`src/rcs_pkg.sv`:
```
// Shared constants, types and helpers for the run command source block.
// Assumes a single 125 MHz clock domain and byte-level serial framing.

package rcs_pkg;

   // ************************************************************
   // Command sources, terminal modes and serial protocol codes
   // ************************************************************
   localparam logic [15:0] SRC_PANEL      = 16'h0000;
   localparam logic [15:0] SRC_TERMINAL   = 16'h0001;
   localparam logic [15:0] SRC_SERIAL     = 16'h0002;
   localparam logic [1:0]  MODE_TWO_1     = 2'h0;
   localparam logic [1:0]  MODE_TWO_2     = 2'h1;
   localparam logic [1:0]  MODE_THREE_1   = 2'h2;
   localparam logic [1:0]  MODE_THREE_2   = 2'h3;
   localparam logic [15:0] PROTO_MODBUS   = 16'h0000;

   // ************************************************************
   // Setting port indices and reset values
   // ************************************************************
   localparam logic [1:0]  SET_SOURCE     = 2'h0;
   localparam logic [1:0]  SET_MODE       = 2'h1;
   localparam logic [1:0]  SET_PROTOCOL   = 2'h2;
   localparam logic [1:0]  SET_SLAVE      = 2'h3;
   localparam logic [15:0] RST_SOURCE     = 16'h0000;
   localparam logic [15:0] RST_MODE       = 16'h0000;
   localparam logic [15:0] RST_PROTOCOL   = 16'h0000;
   localparam logic [7:0]  RST_SLAVE      = 8'h01;

   // ************************************************************
   // Serial control frame layout
   // ************************************************************
   localparam logic [7:0]  FN_WRITE_ONE   = 8'h06;
   localparam logic [15:0] CTRL_ADDR      = 16'h2000;
   localparam logic [15:0] CMD_FORWARD    = 16'h0001;
   localparam logic [15:0] CMD_REVERSE    = 16'h0002;
   localparam logic [2:0]  BYTE_LAST      = 3'h7;
   localparam logic [15:0] CRC_INIT       = 16'hFFFF;
   localparam logic [15:0] CRC_POLY       = 16'hA001;

   // ************************************************************
   // Timing: indicator flash half period
   // ************************************************************
   localparam int          CLK_KHZ        = 125000;
   localparam int          FLASH_HALF_MS  = 250;
   localparam int          FLASH_HALF_CYC = FLASH_HALF_MS * CLK_KHZ;

   typedef enum logic [2:0] {
      RX_IDLE    = 3'b000,
      RX_COLLECT = 3'b001,
      RX_CHECK   = 3'b010,
      RX_ECHO    = 3'b011,
      RX_DISCARD = 3'b100
   } rcs_rx_state_type;

   // One byte of the reflected CRC-16 used by the serial frames
   function automatic logic [15:0] rcs_crc_step(input logic [15:0] crc,
                                                input logic [7:0]  data);
      logic [15:0] c;
      c = crc ^ {8'h00, data};
      for (int i = 0; i < 8; i++) begin
         c = c[0] ? ((c >> 1) ^ CRC_POLY) : (c >> 1);
      end
      return c;
   endfunction

endpackage

```
`src/rcs_command_source.sv`:
```
// Run command source selection: panel keys, terminals or serial control.
// Assumes all inputs synchronous to clk_in; serial bytes arrive already
// framed by a UART, with rx_gap_in pulsing on line silence between frames.
//
// Contract
// - Source setting 0 panel, 1 terminals, 2 serial link.
// - Indicator off for panel, on for terminals, flashing for serial.
// - Panel: run key starts motor, stop key stops it.
// - Terminal mode 0..3: two-wire 1, two-wire 2, three-wire 1, three-wire 2.
// - Two-wire 1: forward while input 1 closed, stop when open.
// - Two-wire 1: reverse while input 2 closed, stop when open.
// - Two-wire 1: both open or both closed stops motor.
// - Two-wire 2: input 1 enables run, input 2 picks direction.
// - Two-wire 2: enable open stops regardless of direction.
// - Three-wire 1: input 3 is the normally closed stop terminal.
// - Three-wire modes: stop input closed to run; opening stops at once.
// - Three-wire modes: buttons ignored unless stop input closed.
// - Three-wire 1: forward press runs forward, reverse press runs reverse.
// - Three-wire 2: run press starts, direction from input 2 level.
// - Run command is function 06H to address SERIAL_CONTROL_COMMAND; 02H means reverse.
// - Frame starts with slave address, ends with two CRC bytes.
`timescale 1ns/1ns

module rcs_command_source
   import rcs_pkg::*;
#(
   parameter int FLASH_CYC = FLASH_HALF_CYC
) (
   input  wire logic        clk_in,              // System clock, 125 MHz
   input  wire logic        sys_rst_in,          // Async reset, active high
   input  wire logic        ce_in,               // Clock enable, freezes all
   input  wire logic        set_wr_in,           // Setting write strobe
   input  wire logic [1:0]  set_idx_in,          // Setting index
   input  wire logic [15:0] set_data_in,         // Setting write data
   input  wire logic        run_key_in,          // Panel run key
   input  wire logic        stop_key_in,         // Panel stop key
   input  wire logic        digital_input_1_in,  // Terminal 1, 1 = closed
   input  wire logic        digital_input_2_in,  // Terminal 2, 1 = closed
   input  wire logic        digital_input_3_in,  // Terminal 3, 1 = closed
   input  wire logic [7:0]  rx_byte_in,          // Received serial byte
   input  wire logic        rx_valid_in,         // Received byte strobe
   input  wire logic        rx_gap_in,           // Line silence, frame boundary
   input  wire logic        tx_ready_in,         // Transmitter takes byte
   output logic [7:0]       tx_byte_out,         // Echo byte
   output logic             tx_valid_out,        // Echo byte valid
   output logic             motor_run_out,       // Motor run command
   output logic             motor_reverse_out,   // Reverse direction
   output logic             source_indicator_led_out, // Local/remote lamp
   output logic             frame_error_out,     // Bad serial frame, pulse
   output logic [15:0]      command_source_select_out, // Setting readback
   output logic [15:0]      terminal_control_mode_out, // Setting readback
   output logic [15:0]      serial_protocol_select_out, // Setting readback
   output logic [7:0]       slave_address_out    // Setting readback
);

   // ************************************************************
   // Declarations
   // ************************************************************
   rcs_rx_state_type rx_state_reg;
   rcs_rx_state_type rx_state_next;
   logic [7:0]       frame_mem [0:7];
   logic [2:0]       rx_count_reg;
   logic [2:0]       tx_index_reg;
   logic [15:0]      crc_reg;
   logic             panel_run_reg;
   logic             serial_run_reg;
   logic             serial_rev_reg;
   logic             term_run;
   logic             term_rev;
   logic             flash_wave;
   logic             run_next;
   logic             rev_next;
   logic             led_next;

   // ************************************************************
   // Source decode
   // ************************************************************
   // Out-of-range source codes select nothing, so the motor stays stopped
   wire sel_panel    = (command_source_select_out == SRC_PANEL);
   wire sel_terminal = (command_source_select_out == SRC_TERMINAL);
   wire sel_serial   = (command_source_select_out == SRC_SERIAL);
   wire proto_modbus = (serial_protocol_select_out == PROTO_MODBUS);

   // ************************************************************
   // Frame decode
   // ************************************************************
   wire [15:0] frame_reg_addr = {frame_mem[2], frame_mem[3]};
   wire [15:0] frame_data     = {frame_mem[4], frame_mem[5]};
   // The CRC byte sent first is the low half of the CRC register
   wire        crc_ok    = (frame_mem[6] == crc_reg[7:0]) &&
                           (frame_mem[7] == crc_reg[15:8]);
   wire        addr_ok   = (frame_mem[0] == slave_address_out);
   wire        cmd_ok    = (frame_mem[1] == FN_WRITE_ONE) &&
                           (frame_reg_addr == CTRL_ADDR);
   wire        frame_ok  = crc_ok & addr_ok & cmd_ok & proto_modbus;
   wire        frame_bad = ~crc_ok | ~cmd_ok;
   wire        rx_take   = rx_valid_in & (rx_state_reg == RX_IDLE ||
                                          rx_state_reg == RX_COLLECT);
   wire        tx_done   = tx_valid_out & tx_ready_in & (tx_index_reg == BYTE_LAST);

   // ************************************************************
   // Terminal decoder and indicator flasher
   // ************************************************************
   rcs_terminal_decode u_term (
      .clk_in      (clk_in),
      .sys_rst_in  (sys_rst_in),
      .ce_in       (ce_in),
      .enable_in   (sel_terminal),
      .mode_in     (terminal_control_mode_out[1:0]),
      .fwd_run_in  (digital_input_1_in),
      .rev_dir_in  (digital_input_2_in),
      .nc_stop_in  (digital_input_3_in),
      .run_out     (term_run),
      .reverse_out (term_rev)
   );

   rcs_flasher #(
      .HALF_CYC (FLASH_CYC)
   ) u_flash (
      .clk_in     (clk_in),
      .sys_rst_in (sys_rst_in),
      .ce_in      (ce_in),
      .flash_out  (flash_wave)
   );

   // ************************************************************
   // Settings
   // ************************************************************
   // Written by the panel menu or the parameter port; mode keeps two bits
   always_ff @(posedge clk_in or posedge sys_rst_in) begin
      if (sys_rst_in) begin
         command_source_select_out  <= RST_SOURCE;
         terminal_control_mode_out  <= RST_MODE;
         serial_protocol_select_out <= RST_PROTOCOL;
         slave_address_out          <= RST_SLAVE;
      end else if (ce_in && set_wr_in) begin
         case (set_idx_in)
            SET_SOURCE:   command_source_select_out  <= set_data_in;
            SET_MODE:     terminal_control_mode_out  <= {14'h0000, set_data_in[1:0]};
            SET_PROTOCOL: serial_protocol_select_out <= set_data_in;
            SET_SLAVE:    slave_address_out          <= set_data_in[7:0];
            default:      slave_address_out          <= slave_address_out;
         endcase
      end
   end

   // ************************************************************
   // Panel keys
   // ************************************************************
   // Stop wins over run so a held stop key can never be overridden
   always_ff @(posedge clk_in or posedge sys_rst_in) begin
      if (sys_rst_in) begin
         panel_run_reg <= 1'b0;
      end else if (ce_in) begin
         if (!sel_panel || stop_key_in) begin
            panel_run_reg <= 1'b0;
         end else if (run_key_in) begin
            panel_run_reg <= 1'b1;
         end
      end
   end

   // ************************************************************
   // Serial receive state machine
   // ************************************************************
   always_comb begin
      rx_state_next = rx_state_reg;
      case (rx_state_reg)
         RX_IDLE: begin
            if (rx_valid_in && !rx_gap_in) begin
               rx_state_next = RX_COLLECT;
            end
         end
         RX_COLLECT: begin
            if (rx_gap_in) begin
               rx_state_next = RX_IDLE;
            end else if (rx_valid_in && rx_count_reg == BYTE_LAST) begin
               rx_state_next = RX_CHECK;
            end
         end
         RX_CHECK: begin
            // Only a frame for this drive on the selected link is answered
            if (frame_ok && sel_serial) begin
               rx_state_next = RX_ECHO;
            end else begin
               rx_state_next = RX_DISCARD;
            end
         end
         RX_ECHO: begin
            if (tx_done) begin
               rx_state_next = RX_DISCARD;
            end
         end
         RX_DISCARD: begin
            // Extra bytes wait for the line gap to keep framing aligned
            if (rx_gap_in) begin
               rx_state_next = RX_IDLE;
            end
         end
         default: begin
            rx_state_next = RX_IDLE;
         end
      endcase
   end

   always_ff @(posedge clk_in or posedge sys_rst_in) begin
      if (sys_rst_in) begin
         rx_state_reg <= RX_IDLE;
      end else if (ce_in) begin
         rx_state_reg <= rx_state_next;
      end
   end

   // ************************************************************
   // Frame storage and running CRC
   // ************************************************************
   // Buffer holds data only, so it needs no reset
   always_ff @(posedge clk_in) begin
      if (ce_in && rx_take && !rx_gap_in) begin
         frame_mem[rx_count_reg] <= rx_byte_in;
      end
   end

   // CRC covers the six bytes ahead of the check bytes
   always_ff @(posedge clk_in or posedge sys_rst_in) begin
      if (sys_rst_in) begin
         rx_count_reg <= 3'h0;
         crc_reg      <= CRC_INIT;
      end else if (ce_in) begin
         if (rx_gap_in || rx_state_reg == RX_IDLE && !rx_valid_in) begin
            rx_count_reg <= 3'h0;
            crc_reg      <= CRC_INIT;
         end else if (rx_take) begin
            rx_count_reg <= rx_count_reg + 3'h1;
            if (rx_count_reg < 3'h6) begin
               crc_reg <= rcs_crc_step(crc_reg, rx_byte_in);
            end
         end
      end
   end

   // ************************************************************
   // Echo transmitter
   // ************************************************************
   // Bytes are replayed from the buffer, so the answer matches the request
   always_ff @(posedge clk_in or posedge sys_rst_in) begin
      if (sys_rst_in) begin
         tx_index_reg <= 3'h0;
         tx_valid_out <= 1'b0;
         tx_byte_out  <= 8'h00;
      end else if (ce_in) begin
         if (rx_state_reg == RX_CHECK && frame_ok && sel_serial) begin
            tx_index_reg <= 3'h0;
            tx_valid_out <= 1'b1;
            tx_byte_out  <= frame_mem[0];
         end else if (tx_valid_out && tx_ready_in) begin
            if (tx_index_reg == BYTE_LAST) begin
               tx_valid_out <= 1'b0;
            end else begin
               tx_index_reg <= tx_index_reg + 3'h1;
               tx_byte_out  <= frame_mem[tx_index_reg + 3'h1];
            end
         end
      end
   end

   // ************************************************************
   // Serial command latch and error flag
   // ************************************************************
   // A frame for another slave is not an error on a shared line
   always_ff @(posedge clk_in or posedge sys_rst_in) begin
      if (sys_rst_in) begin
         serial_run_reg  <= 1'b0;
         serial_rev_reg  <= 1'b0;
         frame_error_out <= 1'b0;
      end else if (ce_in) begin
         frame_error_out <= (rx_state_reg == RX_CHECK) & addr_ok & frame_bad;
         if (!sel_serial) begin
            serial_run_reg <= 1'b0;
            serial_rev_reg <= 1'b0;
         end else if (rx_state_reg == RX_CHECK && frame_ok) begin
            // Forward and reverse run; any other value stops
            serial_run_reg <= (frame_data == CMD_FORWARD) ||
                              (frame_data == CMD_REVERSE);
            serial_rev_reg <= (frame_data == CMD_REVERSE);
         end
      end
   end

   // ************************************************************
   // Output selection
   // ************************************************************
   always_comb begin
      run_next = 1'b0;
      rev_next = 1'b0;
      led_next = 1'b0;
      case (command_source_select_out)
         SRC_PANEL: begin
            run_next = panel_run_reg;
            led_next = 1'b0;
         end
         SRC_TERMINAL: begin
            run_next = term_run;
            rev_next = term_rev;
            led_next = 1'b1;
         end
         SRC_SERIAL: begin
            run_next = serial_run_reg;
            rev_next = serial_rev_reg;
            led_next = flash_wave;
         end
         default: begin
            run_next = 1'b0;
            rev_next = 1'b0;
            led_next = 1'b0;
         end
      endcase
   end

   // Outputs leave from flops so the drive sees glitch-free commands
   always_ff @(posedge clk_in or posedge sys_rst_in) begin
      if (sys_rst_in) begin
         motor_run_out            <= 1'b0;
         motor_reverse_out        <= 1'b0;
         source_indicator_led_out <= 1'b0;
      end else if (ce_in) begin
         motor_run_out            <= run_next;
         motor_reverse_out        <= run_next & rev_next;
         source_indicator_led_out <= led_next;
      end
   end

endmodule

```
`src/rcs_flasher.sv`:
```
// Free-running square wave used to flash the source indicator.
// Assumes clk_in and the clock enable of the parent block.
`timescale 1ns/1ns

module rcs_flasher
   import rcs_pkg::*;
#(
   parameter int HALF_CYC = FLASH_HALF_CYC
) (
   input  wire logic clk_in,      // System clock
   input  wire logic sys_rst_in,  // Async reset, active high
   input  wire logic ce_in,       // Clock enable
   output logic      flash_out    // Square wave
);

   logic [31:0] count_reg;

   // ************************************************************
   // Half-period counter; toggles the output at each wrap
   // ************************************************************
   always_ff @(posedge clk_in or posedge sys_rst_in) begin
      if (sys_rst_in) begin
         count_reg <= 32'h0000_0000;
         flash_out <= 1'b0;
      end else if (ce_in) begin
         if (count_reg >= 32'(HALF_CYC - 1)) begin
            count_reg <= 32'h0000_0000;
            flash_out <= ~flash_out;
         end else begin
            count_reg <= count_reg + 32'h0000_0001;
         end
      end
   end

endmodule

```
`src/rcs_terminal_decode.sv`:
```
// Terminal run decoder: two-wire and three-wire switch modes.
// Inputs are switch levels, 1 = closed, synchronous to clk_in.
`timescale 1ns/1ns

module rcs_terminal_decode
   import rcs_pkg::*;
(
   input  wire logic       clk_in,         // System clock
   input  wire logic       sys_rst_in,     // Async reset, active high
   input  wire logic       ce_in,          // Clock enable
   input  wire logic       enable_in,      // Terminal source selected
   input  wire logic [1:0] mode_in,        // Terminal control mode
   input  wire logic       fwd_run_in,     // Input 1 level
   input  wire logic       rev_dir_in,     // Input 2 level
   input  wire logic       nc_stop_in,     // Input 3, normally closed stop
   output logic            run_out,        // Run request
   output logic            reverse_out     // Reverse direction
);

   logic fwd_prev_reg;
   logic rev_prev_reg;
   logic run_next;
   logic rev_next;

   // Press detection for the momentary buttons
   wire fwd_press = fwd_run_in & ~fwd_prev_reg;
   wire rev_press = rev_dir_in & ~rev_prev_reg;

   // ************************************************************
   // Mode decode
   // ************************************************************
   always_comb begin
      run_next = 1'b0;
      rev_next = 1'b0;
      case (mode_in)
         MODE_TWO_1: begin
            // Both open or both closed means stop
            run_next = fwd_run_in ^ rev_dir_in;
            rev_next = rev_dir_in & ~fwd_run_in;
         end
         MODE_TWO_2: begin
            run_next = fwd_run_in;
            rev_next = fwd_run_in & rev_dir_in;
         end
         MODE_THREE_1: begin
            if (nc_stop_in) begin
               if (fwd_press) begin
                  run_next = 1'b1;
               end else if (rev_press) begin
                  run_next = 1'b1;
                  rev_next = 1'b1;
               end else begin
                  run_next = run_out;
                  rev_next = reverse_out;
               end
            end
         end
         MODE_THREE_2: begin
            if (nc_stop_in) begin
               run_next = run_out | fwd_press;
               rev_next = (run_out | fwd_press) & rev_dir_in;
            end
         end
         default: begin
            run_next = 1'b0;
            rev_next = 1'b0;
         end
      endcase
   end

   // ************************************************************
   // State; run and reverse cleared while another source owns the motor, press history kept
   // ************************************************************
   always_ff @(posedge clk_in or posedge sys_rst_in) begin
      if (sys_rst_in) begin
         fwd_prev_reg <= 1'b0;
         rev_prev_reg <= 1'b0;
         run_out      <= 1'b0;
         reverse_out  <= 1'b0;
      end else if (ce_in) begin
         fwd_prev_reg <= fwd_run_in;
         rev_prev_reg <= rev_dir_in;
         run_out      <= enable_in & run_next;
         reverse_out  <= enable_in & rev_next;
      end
   end

endmodule

```
`config.mk`:
```
export PLATFORM = sky130hd
export DESIGN_NAME = rcs_command_source
export DESIGN_NICKNAME = d
export VERILOG_FILES = /design/src/rcs_pkg.sv /design/src/rcs_command_source.sv /design/src/rcs_flasher.sv /design/src/rcs_terminal_decode.sv
export SDC_FILE = /design/constraint.sdc
export NUM_CORES = 1
export LEC_CHECK = 0
export ABC_AREA = 1
export BUFFER_PORTS_ARGS = -buffer_cell sky130_fd_sc_hd__buf_4
export CAP_MARGIN = 5
export CORE_MARGIN = 3
export CORE_UTILIZATION = 53
export DETAILED_ROUTE_END_ITERATION = 6
export PLACE_DENSITY = 0.83
export SLEW_MARGIN = 30
export SYNTH_ARGS = -nofsm -noshare
export SYNTH_HDL_FRONTEND = slang
export SYNTH_HIERARCHICAL = 1
export SYNTH_SLANG_ARGS = --single-unit
```
`constraint.sdc`:
```
create_clock -name clk_in -period 2.3 [get_ports clk_in]
set_input_delay 0.23 -clock clk_in [delete_from_list [all_inputs] [get_ports clk_in]]
set_output_delay 0.23 -clock clk_in [all_outputs]
set_load 0.01 [all_outputs]
```
== Yosys cells after proc, flatten, opt, wreduce, memory -nomap -nowiden ==
Memory sizes are Yosys's and may differ from the RTL's.
Cells that the tools add are included.

* Register bits: 120
* Bits in writable memories: 64
* Input port bits: 38
* Output and inout port bits: 69
* Logic and storage cells: 182
* Memories kept: 1

* Add/subtract/negate cells: 3
* Magnitude comparators: 2
* Equality and inequality tests: 27
* Mux-type cells: 51
* Bitwise logic cells: 34
* Reductions and logical operators: 41

{| class="wikitable"
|+ Memories
! name !! words !! width !! rd ports !! clocked after Yosys merged registers in !! write ports !! line !! source
|-
| frame_mem || 8 || 8 || 9 || 0 || 1 || rcs_command_source.sv:61 || <nowiki>logic [7:0] frame_mem [0:7];</nowiki>
|}

{| class="wikitable"
|+ Operator list
! cell !! number
|-
| $mux 16 || 11
|-
| $mux 3 || 11
|-
| $add 32x1->32 const B || 1
|-
| $eq 16x1->1 const B || 2
|-
| $eq 16x2->1 const B || 2
|-
| $ge 32x25->1 const B || 1
|-
| $logic_not 16->1 || 2
|-
| $mux 32 || 1
|-
| $eq 8x8->1 || 3
|-
| $mux 8 || 3
|-
| $not 2->3 || 8
|-
| $mux 1 || 19
|-
| $and 1x1->1 || 16
|-
| $eq 16x14->1 const B || 1
|-
| $reduce_and 2->1 || 8
|-
| $xor 16x8->16 || 1
|-
| $pmux 3 s5 || 1
|-
| $logic_and 1x1->1 || 12
|-
| $reduce_bool 2->1 || 5
|-
| $eq 3x3->1 const B || 3
|-
| $reduce_and 3->1 || 3
|-
| $eq 2x2->1 const B || 4
|-
| $eq 8x3->1 const B || 1
|-
| $pmux 1 s4 || 2
|-
| other kinds (18) || 37
|}

== Logic depth before layout (Yosys ltp) ==
* Depth after elaboration: 20
* Mapped depth: 15

== By module ==
The synthesis kept the hierarchy.

{| class="wikitable"
|+ By module, submodules not included
! module !! times used !! cells an instance !! area each (um2)
|-
| rcs_command_source || 1 || 827 || 7349.5
|-
| rcs_flasher || 1 || 252 || 1993.2
|-
| rcs_terminal_decode || 1 || 47 || 289.0
|}

== Least setup slack after synthesis ==
OpenSTA, ideal clock, no wires.

* Kind: reg2reg
* From: register rx_state_reg[1]
* To: memory frame_mem[0][0], enable pin
* Setup time: 0.383 ns
* Arrival: 1.601 ns
* Slack: 0.315 ns
* Stages on the path, launching flop included: 6
* Period minus slack after synthesis: 1.985 ns
* Cells stage by stage: dfrtp_1 nor2_2 nand2_1 nor3_1 nand2_1 nor3_1

* Cells in the longest elaborated chain, start to end: 7
* Elaborated cells on any way between the ends: 8
* Classes of those cells: eq/ne: 1; mux: 2; bitwise: 1; reduce/logical: 4

{| class="wikitable"
|+ RTL lines
! element !! line !! source
|-
| start: declaration || rcs_command_source.sv:59 || <nowiki>rcs_rx_state_type rx_state_reg;</nowiki>
|-
| start signal: assignment || rcs_command_source.sv:210 || <nowiki>rx_state_reg <= rx_state_next;</nowiki>
|-
| $eq 3x1->1 or $logic_not 3->1 (tied branches) || rcs_command_source.sv:98, rcs_command_source.sv:97 ||
|-
| $logic_or 1x1->1 (*) || rcs_command_source.sv:97 || <nowiki>wire rx_take = rx_valid_in & (rx_state_reg == RX_IDLE ||</nowiki>
|-
| $and 1x1->1 (*) || rcs_command_source.sv:97 ||
|-
| $logic_and 1x1->1 (*) (2 in series) || rcs_command_source.sv:219 || <nowiki>if (ce_in && rx_take && !rx_gap_in) begin</nowiki>
|-
| $mux 1 (*) || rcs_command_source.sv:219 ||
|-
| $mux 1 (not written as such) (*) || rcs_command_source.sv:220 || <nowiki>frame_mem[rx_count_reg] <= rx_byte_in;</nowiki>
|-
| end: declaration || rcs_command_source.sv:61 ||
|}

Every way passes the cells marked *; elsewhere a longest branch is shown, timed or not.

== Worst setup path in the final report ==
* From: register crc_reg[7]
* To: register tx_byte_out[0]

* Cells in the longest elaborated chain, start to end: 9
* Elaborated cells on any way between the ends: 11
* Classes of those cells: eq/ne: 2; mux: 1; bitwise: 3; reduce/logical: 5

{| class="wikitable"
|+ RTL lines
! element !! line !! source
|-
| start: declaration || rcs_command_source.sv:64 || <nowiki>logic [15:0] crc_reg;</nowiki>
|-
| start signal: assignment || rcs_command_source.sv:236 || <nowiki>crc_reg <= rcs_crc_step(crc_reg, rx_byte_in);</nowiki>
|-
| $eq 8x8->1 (*) || rcs_command_source.sv:90 || <nowiki>wire crc_ok = (frame_mem[6] == crc_reg[7:0]) &&</nowiki>
|-
| $logic_and 1x1->1 (*) || rcs_command_source.sv:90 ||
|-
| $and 1x1->1 (*) (3 in series) || rcs_command_source.sv:95 || <nowiki>wire frame_ok = crc_ok & addr_ok & cmd_ok & proto_modbus;</nowiki>
|-
| $logic_and 1x1->1 (*) (2 in series) || rcs_command_source.sv:252 || <nowiki>if (rx_state_reg == RX_CHECK && frame_ok && sel_serial) begin</nowiki>
|-
| $ne 2x2->1 (no line) or $reduce_bool 2->1 (tied branches) || -- ||
|-
| $reduce_and 3->1 (no line) || -- ||
|-
| end signal: assignment || rcs_command_source.sv:255 || <nowiki>tx_byte_out <= frame_mem[0];</nowiki>
|-
| end signal: assignment || rcs_command_source.sv:261 || <nowiki>tx_byte_out <= frame_mem[tx_index_reg + 3'h1];</nowiki>
|-
| end: declaration || rcs_command_source.sv:44 || <nowiki>output logic [7:0] tx_byte_out,</nowiki>
|}

Marked as above.
A chain may end at the register's enable or synchronous reset.

==> metrics <==
synth cell count leaders=nand2_1, inv_1, dfrtp_1, nor2_1, o21ai_0; multi-input logic area=3920 µm²; R2R Setup Slk=0.20 ns; GR Util All Layers=24.8%; initial antenna violation count=0; Reg area=4950 µm²; Yosys warnings=6; clk sinks=184; Buffers on Ports=92; Synth Instances=1,126; final layout net count=1,276; Main synth FF type=dfrtp_1; register bit total from synthesis=184; Area growth syn-to-layout=16.6%; WL/cell=16.3 µm; Pwr Density=807 nW/µm²; Worst Hold Class=input port to flip-flop; clk buf depth=2; Synth cell types=52; worst hold stages=3; clock-pin slew on the worst setup and hold paths=0.08 ns; final period utilization=91.5%; first-pass GRT wire length=39,200 µm; fin crit period=2.10 ns; critical path's top delay family=simple AND/OR/NAND/NOR gates; CP max FO=10; clock buffer count from CTS=17; worst reg-to-reg path cell count=11; Die Span Y=141 µm; initial DRC count=769; initial core utilization=54.9%; R2R Path Start=crc_reg[7]; Final Slew Violations=0; status=completed; Critical R2R Capture=tx_byte_out[0]; width of the die=141 µm; Hold Path End=slave_address_out[7]; Worst Skew=0.0131 ns; Synth area leaders=dfrtp_1, edfxtp_1, nand2_1; Critical Path Most Common Cell=nand2_1; num rows=48; Antenna Violating Nets Remaining=0; max reg flops=64; area of the die=19,800 µm²; critical path arrival=2.43 ns; count leader, synth=nand2_1; slowest CP cell=dfstp_2; CP Buf/Inv Count=1; Ports=107; Setup TNS=0 ns; leakage=5.21 nW; area of the core=17,500 µm²; Final HPWL DP=17,000 µm; clk root buf=clkbuf_16; Final GP Congestion=0.930; routed vias=8,103; syn avg cell area=8.55 µm²; first-pass iteration count of the detailed router=6; largest net degree at the start of global routing=84; DRC errors left=0; n_diodes=0; VDD IR-drop max=0.563 mV; top-area cell type share of the netlist area=26.8%; CP Depth=11; RSZ-0062 raised after global routing=no; CP endpoint kind=flip-flop; DR vias/cell=5.51; Fillers=1,355; worst hold start=set_data_in[7]; Req. time, crit path=2.63 ns; Routed WL=24,000 µm; Hold Violations, Final=0; Max-Cap Viols=0; Post-synth EDFFs=64; layout cells sized above 1=19.9%; WHS=0.00772 ns; critical path class=flip-flop to flip-flop; CTS H-tree depth=4; Critical Path Max Stage Delay=0.57 ns; area of the mapped netlist=9630 µm²; register area share after synthesis=51.4%; Max Freq=475 MHz; Overflow after GRT=0; Post-synth ARST share=65.2%; CP Launch Type=flip-flop; CTS tree=done; vias in the first global route=7,750; Worst-Skew Late Latency=0.44 ns; Power Total=9.06 mW; crit path cell chain=o22ai_1 -> nor2_1 -> nand2_1 -> nor2_1 -> nand3_2 -> nor2_4 -> nand3_2 -> nand2_4 -> inv_4 -> nand2_1 -> nand2_1; setup violators final=0; Synth area leader=dfrtp_1
## worst min-delay path: stages
cell     delay [ns]
buf_4          0.09
nand2_1        0.04
o21ai_0        0.06
## worst max-delay path by stage
stage,start,endpoint
floorplan,rx_state_reg[1],frame_mem[0][0]
global placement,serial_protocol_select_out[5],tx_byte_out[4]
detailed placement,crc_reg[9],tx_byte_out[3]
CTS,crc_reg[7],tx_byte_out[3]
global route,command_source_select_out[7],tx_byte_out[7]
finish,crc_reg[7],tx_byte_out[0]
## cells in the final DEF (no fill, tap or decap), types with 16 or more instances in the layout
cell type,count
nand2_1,321
nor3_1,18
buf_4,114
edfxtp_1,64
clkbuf_16,18
dfrtp_1,103
o21ai_0,74
nand3_1,67
inv_1,132
xnor2_1,16
nor2_1,90
dfstp_2,17
a21oi_2,21
nand4_1,24
## timing repair
item / in CTS / in global routing
resized for setup: 0 / 2
endpoints found under the setup margin: 0 / 11
hold buffers: 1 / 0
endpoints found under the hold margin: 103 / 0
setup buffers: 0 / 1
## cells by family (layout without fill, tap and decap cells)
| logic type | after synthesis | count (layout) | share of synthesized area [%] |
|---|---|---|---|
| xor gates and xnor gates | 30 | 30 | 2.73 |
| adders and majority gates | 6 | 6 | 0.779 |
| other | 1 | 14 | 0.0389 |
| DFF | 184 | 184 | 51.4 |
| AOI/OAI and AO/OA | 151 | 151 | 10.4 |
| and+or+nand+nor | 566 | 566 | 26.1 |
| buffers and inverters | 188 | 294 | 8.57 |
## final cells by class
class,count,area share [%]
clock inverter,14,1.36
sequential,184,44.1
inverter,144,4.89
tap,225,2.51
clock buffer,18,4.01
multi-input combinational,767,34.9
timing repair buffer,118,8.25
## per-layer routing
metal	vias up	wire length [µm]	global-route usage, %
met5	-	0	0
met4	0	571	7.96
met3	48	1790	4.85
met2	375	11600	40.7
met1	3827	10000	33.4
li1	3853	-	-
## metrics by stage
step | util [%] | cells | cell area [µm²] | setup WS [ns]
3_3_place_gp | 60.4 | 1436 | 10600 | 0.268
6_report | 64.0 | 1470 | 11200 | 0.195
5_1_grt | 64.0 | 1470 | 11200 | 0.0111
4_1_cts | 63.9 | 1469 | 11200 | 0.119
3_5_place_dp | 60.4 | 1436 | 10600 | 0.192
2_1_floorplan | - | 1139 | 9680 | 0.315
## power breakdown
group	switching (mW)	total [mW]	internal, mW
combinational	1.18	1.95	0.770
clock	1.41	2.92	1.51
sequential	0.376	4.19	3.81
Power figures use the tool's default switching activity.
